==> config.mk <==
export PLATFORM = sky130hd
export DESIGN_NAME = pdhs_sequencer
export DESIGN_NICKNAME = d
export VERILOG_FILES = /design/src/design/pdhs_pkg.sv /design/src/design/pdhs_sequencer.sv
export VERILOG_INCLUDE_DIRS = /design/src /design/src/design
export SDC_FILE = /design/constraint.sdc
export NUM_CORES = 1
export LEC_CHECK = 0
export BUFFER_PORTS_ARGS = -buffer_cell sky130_fd_sc_hd__buf_2
export CORE_MARGIN = 5
export CORE_UTILIZATION = 35
export CTS_CLUSTER_SIZE = 16
export DETAILED_ROUTE_END_ITERATION = 10
export HOLD_SLACK_MARGIN = 0.02
export PLACE_DENSITY = 0.56
export SLEW_MARGIN = 10
export SYNTH_ARGS = -nofsm -noshare
export SYNTH_HDL_FRONTEND = slang
export SYNTH_SLANG_ARGS = --single-unit
==> constraint.sdc <==
create_clock -name core_clk -period 2.55 [get_ports core_clk]
set_clock_uncertainty 0.2 [all_clocks]
set_input_delay 0.1275 -clock core_clk [delete_from_list [all_inputs] [get_ports core_clk]]
set_output_delay 0.1275 -clock core_clk [all_outputs]
set_load 0.05 [all_outputs]
==> src/design/pdhs_defs.svh <==
// timing counts and constants for the powered-device hotswap sequencer
`ifndef PDHS_DEFS_SVH
`define PDHS_DEFS_SVH

`define PDHS_CLK_MHZ          200
`define PDHS_DWELL_MS         80
`define PDHS_OVL_US           140
// least times round up; both are exact at 200 MHz
`define PDHS_DWELL_CYC        (`PDHS_DWELL_MS * 1000 * `PDHS_CLK_MHZ)
`define PDHS_OVL_CYC          (`PDHS_OVL_US * `PDHS_CLK_MHZ)
`define PDHS_CNT_W            25
`define PDHS_SOFT_BASE_CYC    25'h0000400
`define PDHS_SOFT_LOAD_SHIFT  4

`endif

==> src/design/pdhs_pkg.sv <==
// types for the powered-device hotswap sequencer
package pdhs_pkg;

	typedef enum logic [1:0] {
		PDHS_SW_OFF,
		PDHS_SW_CHARGE,
		PDHS_SW_ON,
		PDHS_SW_FAULT
	} pdhs_sw_state_type;

	typedef enum logic [2:0] {
		PDHS_CL_IDLE,
		PDHS_CL_DETECT,
		PDHS_CL_CLASS1,
		PDHS_CL_MARK1,
		PDHS_CL_CLASS2,
		PDHS_CL_SECOND_MARK_STEP,
		PDHS_CL_DONE
	} pdhs_class_state_type;

	// line-side comparator levels
	typedef struct packed {
		logic detect_range;    // line within detection window
		logic class_level;     // line above classification threshold
		logic below_mark;      // line below mark threshold
		logic above_undervoltage_lockout;      // line above rising lockout threshold
	} pdhs_line_type;

	// switch comparator levels
	typedef struct packed {
		logic below_on;        // switch voltage below turn-on threshold
		logic above_ovl;       // switch voltage above overload threshold
		logic above_off;       // switch voltage above switch-off threshold
		logic low_current;     // current below keep-alive threshold
		logic above_surge;     // rail difference above surge trip level
	} pdhs_sense_type;

endpackage : pdhs_pkg

==> src/design/pdhs_sequencer.sv <==
// powered-device line sequencing and hotswap switch machine
//
// Operation
// - lockout forces switch off and disconnected
// - full detection and classification before enabling switch
// - switch enabled above rising lockout threshold
// - enabling enters charge-limit current regulation state
// - charge to on below 380 mV; 80 ms two-event
// - on to fault after 3.5 V held 140 us
// - fault to on below 380 mV after 80 ms
// - overload limits current, resumes after wait and threshold
// - on to fault current limit above switch-off threshold
// - keep-alive pulses when on, low current, autosleep
// - invalid detection signature during first mark
// - two-event sequence drives high-power grant low
// - surge clamp only above trip with switch off
// - sense external gate tie at startup
// - external switch keeps inrush limit and keep-alive
// - internal soft start scaled by connected load
`timescale 1ns/1ps
`include "pdhs_defs.svh"

module pdhs_sequencer (
	input  wire logic                    core_clk,            // oscillator clock
	input  wire logic                    rst,                 // lockout reset, active high
	input  wire pdhs_pkg::pdhs_line_type  line_in,             // line comparators
	input  wire pdhs_pkg::pdhs_sense_type sense_in,            // switch comparators
	input  wire logic                    undervoltage_lockout, // lockout engaged
	input  wire logic                    autosleep_en,        // automatic sleep enabled
	input  wire logic                    ext_switch_gate,     // gate pin sensed high
	input  wire logic                    soft_load_hi,        // heavy load seen at start
	output logic                         switch_output,       // switch output connected
	output logic                         negative_rail,       // negative rail connected
	output logic                         current_limit,       // closed-loop limit active
	output logic                         ext_gate_drive,      // external transistor gate on
	output logic                         detect_sig_en,       // detection signature valid
	output logic                         keepalive_req,       // keep-alive pulse request
	output logic                         high_power_grant_n,  // high power, active low
	output logic                         surge_clamp,         // surge clamp engaged
	output logic                         converter_run,       // converter enabled
	output logic                         soft_start_done,     // soft start finished
	output pdhs_pkg::pdhs_sw_state_type   sw_state             // switch machine state
);
	import pdhs_pkg::*;

	localparam logic [`PDHS_CNT_W-1:0] DWELL_CYC = `PDHS_CNT_W'(`PDHS_DWELL_CYC);
	localparam logic [`PDHS_CNT_W-1:0] OVL_CYC   = `PDHS_CNT_W'(`PDHS_OVL_CYC);

	pdhs_sw_state_type    sw_state_reg;
	pdhs_sw_state_type    sw_state_next;
	pdhs_class_state_type cl_state_reg;
	logic                 two_event_reg;
	logic                 class_done_reg;
	logic                 ext_sel_reg;
	logic                 strap_taken_reg;
	logic [`PDHS_CNT_W-1:0] dwell_cnt_reg;
	logic [`PDHS_CNT_W-1:0] ovl_cnt_reg;
	logic [`PDHS_CNT_W-1:0] soft_cnt_reg;
	logic [`PDHS_CNT_W-1:0] soft_len_reg;
	logic                 dwell_ok;
	logic                 ovl_ok;

	assign dwell_ok = (dwell_cnt_reg >= DWELL_CYC - `PDHS_CNT_W'(1));
	assign ovl_ok   = (ovl_cnt_reg >= OVL_CYC - `PDHS_CNT_W'(1));

	// classification tracker; a second class event marks two-event mode
	always_ff @(posedge core_clk) begin
		if (rst) begin
			cl_state_reg   <= PDHS_CL_IDLE;
			two_event_reg  <= 1'b0;
			class_done_reg <= 1'b0;
		end else if (sw_state_reg != PDHS_SW_OFF) begin
			cl_state_reg <= cl_state_reg; // sequence frozen once powered
		end else begin
			unique case (cl_state_reg)
				PDHS_CL_IDLE: begin
					if (line_in.detect_range) begin
						cl_state_reg <= PDHS_CL_DETECT;
					end
				end
				PDHS_CL_DETECT: begin
					if (line_in.class_level) begin
						cl_state_reg <= PDHS_CL_CLASS1;
					end
				end
				PDHS_CL_CLASS1: begin
					if (line_in.below_mark) begin
						cl_state_reg <= PDHS_CL_MARK1;
					end else if (line_in.above_undervoltage_lockout) begin
						cl_state_reg   <= PDHS_CL_DONE;
						class_done_reg <= 1'b1; // single event complete
					end
				end
				PDHS_CL_MARK1: begin
					if (line_in.class_level) begin
						cl_state_reg <= PDHS_CL_CLASS2;
					end
				end
				PDHS_CL_CLASS2: begin
					if (line_in.below_mark) begin
						cl_state_reg <= PDHS_CL_SECOND_MARK_STEP;
					end
				end
				PDHS_CL_SECOND_MARK_STEP: begin
					if (line_in.above_undervoltage_lockout) begin
						cl_state_reg   <= PDHS_CL_DONE;
						two_event_reg  <= 1'b1;
						class_done_reg <= 1'b1;
					end
				end
				PDHS_CL_DONE: begin
					cl_state_reg <= PDHS_CL_DONE;
				end
			endcase
		end
	end

	// switch machine next state; lockout overrides all else, switch-off overrides only in the on state
	always_comb begin
		sw_state_next = sw_state_reg;
		if (undervoltage_lockout) begin
			sw_state_next = PDHS_SW_OFF;
		end else if (sense_in.above_off && sw_state_reg == PDHS_SW_ON) begin
			sw_state_next = PDHS_SW_FAULT;
		end else begin
			unique case (sw_state_reg)
				PDHS_SW_OFF: begin
					if (class_done_reg && line_in.above_undervoltage_lockout) begin
						sw_state_next = PDHS_SW_CHARGE;
					end
				end
				PDHS_SW_CHARGE: begin
					if (sense_in.below_on && (!two_event_reg || dwell_ok)) begin
						sw_state_next = PDHS_SW_ON;
					end
				end
				PDHS_SW_ON: begin
					if (ovl_ok) begin
						sw_state_next = PDHS_SW_FAULT;
					end
				end
				PDHS_SW_FAULT: begin
					if (sense_in.below_on && dwell_ok) begin
						sw_state_next = PDHS_SW_ON;
					end
				end
			endcase
		end
	end

	// switch state register
	always_ff @(posedge core_clk) begin
		if (rst) begin
			sw_state_reg <= PDHS_SW_OFF;
		end else begin
			sw_state_reg <= sw_state_next;
		end
	end

	// dwell timer restarts on every state change so it measures time in state
	always_ff @(posedge core_clk) begin
		if (rst || sw_state_next != sw_state_reg) begin
			dwell_cnt_reg <= '0;
		end else if (!dwell_ok) begin
			dwell_cnt_reg <= dwell_cnt_reg + `PDHS_CNT_W'(1);
		end
	end

	// overload filter: voltage must stay high without a break
	always_ff @(posedge core_clk) begin
		if (rst || sw_state_reg != PDHS_SW_ON || !sense_in.above_ovl) begin
			ovl_cnt_reg <= '0;
		end else if (!ovl_ok) begin
			ovl_cnt_reg <= ovl_cnt_reg + `PDHS_CNT_W'(1);
		end
	end

	// gate pin strap caught once after release, never under reset
	always_ff @(posedge core_clk) begin
		if (rst) begin
			ext_sel_reg     <= 1'b0;
			strap_taken_reg <= 1'b0;
		end else if (!strap_taken_reg) begin
			ext_sel_reg     <= ext_switch_gate;
			strap_taken_reg <= 1'b1;
		end
	end

	// soft start length scales with load; the converter runs as soon as the switch is on, not after soft start
	always_ff @(posedge core_clk) begin
		if (rst || sw_state_reg != PDHS_SW_ON) begin
			soft_cnt_reg <= '0;
			soft_len_reg <= `PDHS_SOFT_BASE_CYC;
		end else begin
			if (soft_cnt_reg == '0) begin
				soft_len_reg <= soft_load_hi ?
					(`PDHS_SOFT_BASE_CYC << `PDHS_SOFT_LOAD_SHIFT) :
					`PDHS_SOFT_BASE_CYC;
			end
			if (soft_cnt_reg != soft_len_reg) begin
				soft_cnt_reg <= soft_cnt_reg + `PDHS_CNT_W'(1);
			end
		end
	end

	// registered outputs; data outputs come from flip-flops
	always_ff @(posedge core_clk) begin
		if (rst) begin
			switch_output      <= 1'b0;
			negative_rail      <= 1'b0;
			current_limit      <= 1'b0;
			ext_gate_drive     <= 1'b0;
			detect_sig_en      <= 1'b1;
			keepalive_req      <= 1'b0;
			high_power_grant_n <= 1'b1;
			surge_clamp        <= 1'b0;
			converter_run      <= 1'b0;
			soft_start_done    <= 1'b0;
		end else begin
			switch_output  <= (sw_state_reg != PDHS_SW_OFF);
			negative_rail  <= (sw_state_reg != PDHS_SW_OFF);
			current_limit  <= (sw_state_reg == PDHS_SW_CHARGE) ||
				(sw_state_reg == PDHS_SW_FAULT);
			// external transistor only fully on with the internal path; limit kept inside
			ext_gate_drive <= ext_sel_reg && (sw_state_reg == PDHS_SW_ON) &&
				!sense_in.low_current;
			detect_sig_en  <= (cl_state_reg != PDHS_CL_MARK1);
			keepalive_req  <= (sw_state_reg == PDHS_SW_ON) && sense_in.low_current &&
				autosleep_en;
			high_power_grant_n <= !(two_event_reg && sw_state_reg != PDHS_SW_OFF);
			surge_clamp    <= sense_in.above_surge && (sw_state_reg == PDHS_SW_OFF);
			converter_run  <= (sw_state_reg == PDHS_SW_ON);
			soft_start_done <= (sw_state_reg == PDHS_SW_ON) &&
				(soft_cnt_reg == soft_len_reg) && (soft_cnt_reg != '0);
		end
	end

	assign sw_state = sw_state_reg;

endmodule : pdhs_sequencer

* Word-level counts from Yosys, hierarchy flattened *
Index checks and enable logic that the tools add are counted.

storage, ports and cells
  bits in registers = 118
  logic and storage cells = 93

cells by class
  add/sub/neg operators = 3
  equality and inequality tests = 19
  multiplexer cells = 19
  bitwise logic cells = 1
  magnitude comparators = 2
  reductions and logical operators = 30

operator list
  cell                   number
  $add 25x1->25 const B  3
  $eq 25x25->1           1
  $ge 25x15->1 const B   1
  $ge 25x24->1 const B   1
  $logic_not 25->1       1
  $ne 25x25->1           1
  $reduce_bool 25->1     1
  $pmux 3 s7             1
  $mux 3                 6
  $mux 15                1
  $logic_and 1x1->1      12
  $mux 2                 6
  $ne 2x2->1 const B     6
  $eq 3x3->1 const B     3
  $pmux 2 s4             1
  $eq 3x2->1 const B     2
  $reduce_and 3->1       2
  $logic_or 1x1->1       5
  $reduce_and 5->1       1
  $eq 2x2->1 const B     2
  $logic_not 1->1        4
  $reduce_bool 2->1      2
  $eq 3x1->1 const B     1
  $logic_not 3->1        1
  other kinds (7)        9

* Logic depth before layout (Yosys ltp) *
Gate-level depths: netlist of run 1.

  word-level depth = 9
  depth in mapped cells = 9
  gate-level depth less buffers = 7

* Worst setup path after synthesis of run 1 *
OpenSTA, ideal clock, no wires.

  kind = flip-flop to flip-flop
  from = reg dwell_cnt_reg[10]
  to = reg dwell_cnt_reg[9]
  data arrival time = 2.211 ns
  data required time = 2.221 ns
  clock period less this slack = 2.541 ns
  setup slack = 0.009 ns
  buffers on the path = 2
  stages on the path, launching flop included = 8
  path through = dfxtp_1 > or3_1 > or4_4 > or3_1 > buf_6 > a41oi_4 > buf_6 > a211oi_1

on the way
  word-level cells in the longest chain between the ends = 9

ends and longest elaborated chain
  item                      RTL line               text
  start: declaration        pdhs_sequencer.sv:56   logic [`PDHS_CNT_W-1:0] dwell_cnt_reg;
  start signal: assignment  pdhs_sequencer.sv:165  dwell_cnt_reg <= dwell_cnt_reg + `PDHS_CNT_W'(1);
  $ge 25x24->1 (*)          pdhs_sequencer.sv:63   assign dwell_ok = (dwell_cnt_reg >= DWELL_CYC - `PDHS_CNT_W'(1));
  $logic_or 1x1->1          pdhs_sequencer.sv:133  if (sense_in.below_on && (!two_event_reg || dwell_ok)) begin
  $logic_and 1x1->1         pdhs_sequencer.sv:133
  $mux 2                    pdhs_sequencer.sv:133
  $pmux 2 s4                pdhs_sequencer.sv:126  unique case (sw_state_reg)
  $mux 2                    pdhs_sequencer.sv:123  end else if (sense_in.above_off && sw_state_reg == PDHS_SW_ON) begin
  $mux 2                    pdhs_sequencer.sv:121  if (undervoltage_lockout) begin
  $ne 2x2->1                pdhs_sequencer.sv:162  if (rst || sw_state_next != sw_state_reg) begin
  $logic_or 1x1->1          pdhs_sequencer.sv:162

Every way passes the cells marked *; elsewhere a longest branch is shown, timed or not.
A chain may end at the register's enable or synchronous reset.

* Final worst setup path of run 1 *
  from = reg dwell_cnt_reg[10]
  to = reg dwell_cnt_reg[10]

on the way
  word-level cells in the longest chain between the ends = 9

ends and longest elaborated chain
  item               RTL line
  $ge 25x24->1       pdhs_sequencer.sv:63
  $logic_or 1x1->1   pdhs_sequencer.sv:133
  $logic_and 1x1->1  pdhs_sequencer.sv:133
  $mux 2             pdhs_sequencer.sv:133
  $pmux 2 s4         pdhs_sequencer.sv:126
  $mux 2             pdhs_sequencer.sv:123
  $mux 2             pdhs_sequencer.sv:121
  $ne 2x2->1         pdhs_sequencer.sv:162
  $logic_or 1x1->1   pdhs_sequencer.sv:162

Several ways; a longest one is shown, not always the timed one.

==> results of run 1 <==
==> tightest hold or removal path: cells and delay by family <==
kind / cells / cell delay, ps
AOI/OAI and AO/OA: 3 / 300
buffers and inverters: 2 / 150
==> synthesized netlist by cell type (all sizes together) (15+ instances only) <==
library cell / n
xnor2: 20
a211oi: 32
a21oi: 17
and3: 17
nor4: 15
or3: 24
nor2: 55
dfxtp: 95
nand3: 31
nand4: 20
clkbuf: 24
o21ai: 25
nand2: 35
inv: 17
==> area by class of cell <==
cell class | count | area (µm²)
Clock buffer | 9 | 225
Clock inverter | 7 | 109
Fill cell | 1250 | 7150
Inverter | 17 | 63.8
Multi-Input combinational cell | 387 | 2420
Sequential cell | 95 | 1900
Tap cell | 172 | 215
Timing Repair Buffer | 74 | 582
==> kinds of logic (layout without fill, tap and decap cells) <==
group,count (synthesis),count (layout)
AO/OA/AOI/OAI,110,110
XOR/XNOR,31,31
adder cells (fa/ha/maj),4,4
buffers and inverters,52,107
flip-flops,95,95
multiplexers,5,5
AND/OR/NAND/NOR,237,237
==> stage by stage <==
| stage | total power [µW] | std cells |
|---|---|---|
| 2_1_floorplan | 1710 | 534 |
| 3_3_place_gp | 1760 | 730 |
| 3_5_place_dp | 1770 | 730 |
| 4_1_cts | 3300 | 759 |
| 5_1_grt | 3400 | 761 |
| 6_report | 3270 | 761 |
==> worst max-delay path by stage <==
stage,slack (ps),from,to,cells after the start
6_report,100,dwell_cnt_reg[10]$_SDFFE_PP0N_,dwell_cnt_reg[10]$_SDFFE_PP0N_,6
5_1_grt,-8,dwell_cnt_reg[24]$_SDFFE_PP0N_,dwell_cnt_reg[14]$_SDFFE_PP0N_,6
4_1_cts,7,dwell_cnt_reg[10]$_SDFFE_PP0N_,dwell_cnt_reg[6]$_SDFFE_PP0N_,6
3_5_place_dp,-70,dwell_cnt_reg[10]$_SDFFE_PP0N_,dwell_cnt_reg[22]$_SDFFE_PP0N_,6
3_3_place_gp,-40,dwell_cnt_reg[10]$_SDFFE_PP0N_,dwell_cnt_reg[10]$_SDFFE_PP0N_,6
2_1_floorplan,9,dwell_cnt_reg[10]$_SDFFE_PP0N_,dwell_cnt_reg[9]$_SDFFE_PP0N_,7
==> where the power goes <==
group | total (µW) | internal [µW] | switching [µW]
Clock | 1500 | 884 | 620
Combinational | 214 | 96.2 | 117
Sequential | 1550 | 1510 | 41.0
==> timing repair <==
| item | 4_1_cts | 5_1_grt |
|---|---|---|
| hold buffers | 13 | 0 |
| hold endpoints to repair | 27 | 0 |
| buffers inserted | 0 | 0 |
| gates resized for setup | 1 | 4 |
| cloned | 0 | 2 |
| endpoints found under the setup margin | 25 | 25 |
| pin swaps | 0 | 4 |
==> metal layers <==
| metal | vias up | part of all wire (%) | global-route usage [%] |
|---|---|---|---|
| met1 | 1923 | 49 | 19.6 |
| met4 | 0 | 0.74 | 4.29 |
| li1 | 2053 | - | - |
| met2 | 42 | 47 | 22.1 |
| met3 | 5 | 2.6 | 3.45 |
| met5 | - | 0 | 0 |
==> impl_metrics.toml, run 1 <==
[yosys]
synthFlopType = "dfxtp_1"
synth_xor_area_share_pct = 6.00
yosys.area_share.adder_pct = 1.11
syn_inst = 534
netlist_area_um2 = 4520
synth_edf_count = 0
synthMuxAreaShare_pct = 1.11
synth-simple-area-share_pct = 27.6
async_flop_share_pct = 0
synth_top_family_by_area = "simple AND/OR/NAND/NOR gates"
synth_area_leaders = "dfxtp_1, a211oi_1, nor2_1, xnor2_1, nand3_1"
synth-compound-area-share_pct = 17.0
syn-num-nets = 553
ys_seq_area_share_pct = 42.0
synth_warnings = 0
yosysTopAreaCell = "dfxtp_1"
ys_ff_latch = 95
avgSynthCellArea_um2 = 8.47
synth_cell_types = 52
yosys.area.top_type_share_pct = 42.0

[timing]
tightestPinTransition_ps = 655
period_needed_ps = 2450
setup_viol = 0
slew_headroom_pct = 56.0
slew_violations = 0
final.setup.tns_ps = 0
finalWorstSetupSlack_ps = 99.2
hold_slack_ps = 76.2
timing.final.crit_share_pct = 96.1
max_freq_mhz = 408
hold_violations = 0

[worst_hold_path]
holdPathStages = 5
hp-class = "in -> reg"
holdPathEnd = "sw_state[0]$_SDFF_PP0_"
min_from = "sense_in[2]"

[global_routing]
grt_max_degree = 42
antenna_found_initial = 0
grt_first_pass_wirelength_um = 17800
grt_usage_pct = 14.2
grt_pass1_vias = 3770
overflow = 0

[placement]
post-place-ws_ps = -68.9
place_area_um2 = 4990
dp_hpwl_um = 7020
place.gp.congestion = 0.793
place.port_buffers = 26

[worst_setup_path]
worstPathRequired_ps = 2570
worstPathArrival_ps = 2480
slowest_stage = "or4_4"
rr_worst_depth = 6
regToRegEndpoint = "dwell_cnt_reg[10]$_SDFFE_PP0N_"
worstPathMaxFanout = 6
crit_path_start_kind = "flop"
crit_type = "reg -> reg"
crit_buf_inv = 1
reg2reg_from = "dwell_cnt_reg[10]$_SDFFE_PP0N_"
max_stage_delay_ps = 450
reg2reg_slack_ps = 100
path_delay_family = "simple AND/OR/NAND/NOR gates"
crit_path_end_kind = "flop"
crit_path_cell_trace = "or3_1 > or4_4 > or3_4 > a41oi_4 > clkbuf_16 > a211oi_1"

[floorplanning]
core-area_um2 = 12700
dieHeight_um = 124
start_util_pct = 35.7
fp-row-count = 41
dieArea_um2 = 15300
die_x_um = 124
io-pin-count = 27

[drt]
wire_per_inst_um = 13.6
drc = 0
drt-total-wl_um = 10400
viasPerCell = 5.29
drt_iter0_drc = 255
vias = 4023
drtPass1Iterations = 4
ant_nets = 0

[final_layout]
antenna_cells = 0
area_growth_pct = 22.0
post-route-util_pct = 43.6
nets = 603
drive_gt1_share_pct = 15.4
design_area_um2 = 5520
final_common_cell = "dfxtp_1"
final_cell_mix = "dfxtp_1, nor2_1, nand2_1"

[clock_network]
htree_levels = 3
cts_tree = "built"
insertion_delay_ps = 350
clock-root-buffer = "clkbuf_16"
cts.sinks = 95
cts_buffers = 9
clockBufferDepth = 2
clk_pin_slew_ps = 70

[power_and_ir_drop]
powerDensity_nw_per_um2 = 592
leakage_uw = 0.00191
ir_drop_mv = 0.344

[job]
drv_cap = 0

[status]
outcome = "complete, no violations"
No activity file was read; power rests on OpenSTA's default activity.
==> run 2: changes to the inputs <==
BUFFER_PORTS_ARGS = not set   (was -buffer_cell sky130_fd_sc_hd__buf_2)
DONT_BUFFER_PORTS = 1   (was not set)
PLACE_DENSITY = 0.54   (was 0.56)
==> run 2 against run 1 <==
  * Setup slack worse by 39 ps
  * First-iteration DRC count is 7.1% lower
  * Combinational power decreased by 8%
  * Maximum frequency down 1.6%
  * Die area unchanged
  * Non-clock buffer count down 21
  * Hold slack lost 34 ps
  * Clock power fell by 11%
  * Largest cell class unchanged
==> impl_metrics.toml, run 2 (synthesized netlist as in run 1, its figures left out) <==
[timing]
hold_violations = 0
setup_viol = 0
tightestPinTransition_ps = 938
slew_violations = 0
slew_headroom_pct = 37.4
timing.final.crit_share_pct = 97.6
finalWorstSetupSlack_ps = 60.4
period_needed_ps = 2490
max_freq_mhz = 402

[clock_network]
cts_buffers = 9
insertion_delay_ps = 340
cts.sinks = 95
clockBufferDepth = 2
clock-root-buffer = "clkbuf_16"
htree_levels = 3
clk_pin_slew_ps = 70
cts_tree = "built"

[placement]
dp_hpwl_um = 6930
place.port_buffers = 0
post-place-ws_ps = -58.8
place.gp.congestion = 0.764
dp_cells = 707

[global_routing]
overflow = 0
grt_pass1_vias = 3768
grt_max_degree = 32
grt_usage_pct = 14.3
antenna_found_initial = 0
grt_first_pass_wirelength_um = 17700

[floorplanning]
core-area_um2 = 12700
die_x_um = 124
fp-row-count = 41
start_util_pct = 35.7
io-pin-count = 27
dieHeight_um = 124
dieArea_um2 = 15300

[drt]
drt-total-wl_um = 10700
drc = 0
top_layer = "met4"
viasPerCell = 5.36
wl_met3_um = 386
ant_nets = 0
drtPass1Iterations = 4
vias = 3965
drt_iter0_drc = 237
wl_met2_um = 5040
wl_met1_um = 5140
wire_per_inst_um = 14.4

[worst_setup_path]
worstPathRequired_ps = 2570
crit_path_end_kind = "flop"
setup.worst_path.start = "dwell_cnt_reg[16]$_SDFFE_PP0N_"
crit_type = "reg -> reg"
crit_path_start_kind = "flop"
worstPathMaxFanout = 6
reg2reg_from = "dwell_cnt_reg[16]$_SDFFE_PP0N_"
worstPathArrival_ps = 2510

[power_and_ir_drop]
leakage_uw = 0.00180
powerDensity_nw_per_um2 = 571
ir_drop_mv = 0.341

[final_layout]
antenna_cells = 0
drive_gt1_share_pct = 12.7
stdcell_count = 740
nets = 582
area_growth_pct = 19.9
seq_area_um2 = 1900
fillCellCount = 1283
final_common_cell = "dfxtp_1"
final_cell_mix = "dfxtp_1, nor2_1, nand2_1"
multi_input_area_um2 = 2430

[worst_hold_path]
hp-class = "in -> reg"
min_from = "sense_in[3]"

[job]
drv_cap = 0

[status]
outcome = "complete, no violations"
run 2: repair_timing:
action,4_1_cts,5_1_grt
setup buffers,0,2
pin swaps,0,6
endpoints found under the setup margin,25,26
gates cloned,0,3
resized for setup,1,5
hold buffers,12,0
endpoints found under the hold margin,30,0
run 2: layout make-up:
| class | count | share of cell area [%] |
|---|---|---|
| clock buffers | 9 | 4.15 |
| repair buffers | 53 | 9.53 |
| well taps | 172 | 3.97 |
| flip-flops and latches | 95 | 35.1 |
| inverters | 17 | 1.18 |
| multi-input cells | 387 | 44.7 |
| clock inverters | 7 | 1.34 |
run 2: critical path: stages (launching register included):
cell,delay [ps]
dfxtp_2,330
nor4_4,270
buf_4,150
or4bb_1,410
or3_4,430
a41oi_4,210
buf_12,150
clkbuf_16,140
a211oi_1,50
run 2: power breakdown:
group | internal, µW | total [µW] | switching (µW)
logic | 94.6 | 197 | 102
clock network | 761 | 1340 | 581
registers | 1510 | 1560 | 51.2
run 2: stage by stage:
step / total power [µW] / setup TNS (ps) / utilization, % / hold WS [ps] / instance area [µm²]
after floorplan: 1710 / 0 / - / 3.65 / 4520
after global placement: 1740 / -372 / 38.6 / 1.85 / 4880
after detailed placement: 1750 / -1230 / 38.6 / 2.41 / 4880
after CTS: 3130 / 0 / 41.9 / 59.8 / 5310
after global routing: 3230 / -249 / 42.8 / 94.9 / 5420
final: 3100 / 0 / 42.8 / 42.5 / 5420
run 2: final timing paths:
path / endpoint / slack, ps / cells after the start
setup / recovery: dwell_cnt_reg[17]$_SDFFE_PP0N_ / 60 / 8
hold / removal: ovl_cnt_reg[13]$_SDFFE_PP0N_ / 40 / 2
setup reg to reg: dwell_cnt_reg[17]$_SDFFE_PP0N_ / 60 / 8
hold reg to reg: ovl_cnt_reg[14]$_SDFFE_PP0N_ / 260 / 2
run 2: routing by layer:
metal	GRT usage, %	up-vias
met5	0	-
met4	5.26	0
met3	3.86	6
met2	22.5	54
met1	18.8	1892
li1	-	2013
==> run 3: changes to the inputs <==
SETUP_SLACK_MARGIN = 0.5   (was not set)
==> run 3 against run 2 <==
  * Die area is the same
  * Register-to-register slack improved by 130 ps
  * Global-route usage up 0.42 points
  * Critical path type unchanged
==> impl_metrics.toml, run 3 (synthesized netlist as in run 1, its figures left out) <==
[clock_network]
cts.sinks = 95
insertion_delay_ps = 340
clockBufferDepth = 2
cts_buffers = 9
cts_tree = "built"
clock-root-buffer = "clkbuf_16"
clk_pin_slew_ps = 70
htree_levels = 3

[worst_setup_path]
crit_path_cell_trace = "or3_1 > or4_4 > or3_4 > a22oi_4 > buf_12 > a211oi_1"
max_stage_delay_ps = 450
crit_buf_inv = 1
crit_path_start_kind = "flop"
worstPathMaxFanout = 25
worstPathRequired_ps = 2570
crit_type = "reg -> reg"
worstPathArrival_ps = 2380
reg2reg_slack_ps = 190
path_delay_family = "simple AND/OR/NAND/NOR gates"
slowest_stage = "or4_4"
crit_path_end_kind = "flop"

[floorplanning]
io-pin-count = 27
core-area_um2 = 12700
dieHeight_um = 124
fp-row-count = 41
start_util_pct = 35.7
dieArea_um2 = 15300
die_x_um = 124

[worst_hold_path]
hp-class = "in -> reg"

[timing]
period_needed_ps = 2360
slew_headroom_pct = 35.9
grt_setup_unrepaired = "yes"
timing.final.crit_share_pct = 92.5
setup_viol = 0
max_freq_mhz = 424
final.setup.tns_ps = 0
slew_violations = 0
hold_violations = 0
tightestPinTransition_ps = 961

[global_routing]
overflow = 0
grt_usage_pct = 14.7
grt_pass1_vias = 3884
grt_first_pass_wirelength_um = 18300
grt_max_degree = 29
antenna_found_initial = 0

[placement]
dp_hpwl_um = 6960
place.gp.congestion = 0.777
place.port_buffers = 0

[drt]
wire_per_inst_um = 14.5
viasPerCell = 5.40
drt_iter0_drc = 181
vias = 4064
ant_nets = 0
drc = 0
drt-total-wl_um = 10900
drtPass1Iterations = 4

[final_layout]
antenna_cells = 0
final_cell_mix = "dfxtp_1, nor2_1, buf_4"
final_common_cell = "dfxtp_1"
drive_gt1_share_pct = 20.7
area_growth_pct = 27.4
post-route-util_pct = 45.5
nets = 594
fillCellCount = 1245

[power_and_ir_drop]
powerDensity_nw_per_um2 = 577
ir_drop_mv = 0.318
leakage_uw = 0.00191

[job]
drv_cap = 0

[status]
outcome = "complete, no violations"
==> run 3: final cells by class <==
type | count | area [µm²] | share of cell area, %
inverters | 17 | 70.1 | 1.22
flip-flops and latches | 95 | 1930 | 33.5
clock buffers | 9 | 225 | 3.91
clock inverters | 7 | 126 | 2.19
multi-input cells | 387 | 2630 | 45.7
repair buffers | 65 | 562 | 9.75
well taps | 172 | 215 | 3.74
==> run 3: what timing repair did <==
| item | 4_1_cts | 5_1_grt |
|---|---|---|
| resized for setup | 13 | 42 |
| endpoints found under the setup margin | 42 | 64 |
| setup buffers | 6 | 17 |
| hold buffers | 13 | 1 |
| endpoints found under the hold margin | 30 | 11 |
| pin swaps | 4 | 12 |
==> run 3: metal layers <==
metal	GRT usage, %	share of wire (%)	up-vias
met3	3.36	3.2	11
met1	19.3	49	1947
met2	24.0	47	60
met5	0	0	-
met4	4.71	1.3	0
li1	-	-	2046
==> run 3: final timing paths <==
check,start,cells past startpoint,endpoint
setup reg to reg,dwell_cnt_reg[11]$_SDFFE_PP0N_,6,dwell_cnt_reg[20]$_SDFFE_PP0N_
setup / recovery,dwell_cnt_reg[11]$_SDFFE_PP0N_,6,dwell_cnt_reg[20]$_SDFFE_PP0N_
hold reg to reg,dwell_cnt_reg[23]$_SDFFE_PP0N_,2,dwell_cnt_reg[23]$_SDFFE_PP0N_
hold / removal,line_in[0],4,sw_state[0]$_SDFF_PP0_
==> run 3: metrics by stage <==
stage | power (µW) | instance area, µm² | setup slack (ps) | cells | hold WS [ps]
after floorplan | 1710 | 4580 | 200 | 534 | 3.65
after global placement | 1740 | 4860 | 99.7 | 699 | -2.76
after detailed placement | 1740 | 4860 | 74.1 | 699 | 3.12
after CTS | 3360 | 5440 | 191 | 734 | 35.1
after global routing | 3460 | 5760 | 67.9 | 752 | 169
final | 3320 | 5760 | 192 | 752 | 135
==> run 3: report_power, final <==
group          internal, µW  switching, µW
Sequential             1500           49.7
Clock                   973            610
Combinational          84.9           99.6
==> run 3: worst register-to-register path, stage by stage, from the launching register on <==
cell and delay, ps:
dfxtp_2 350, or3_1 340, or4_4 450, or3_4 410
a22oi_4 230, buf_12 200, a211oi_1 70
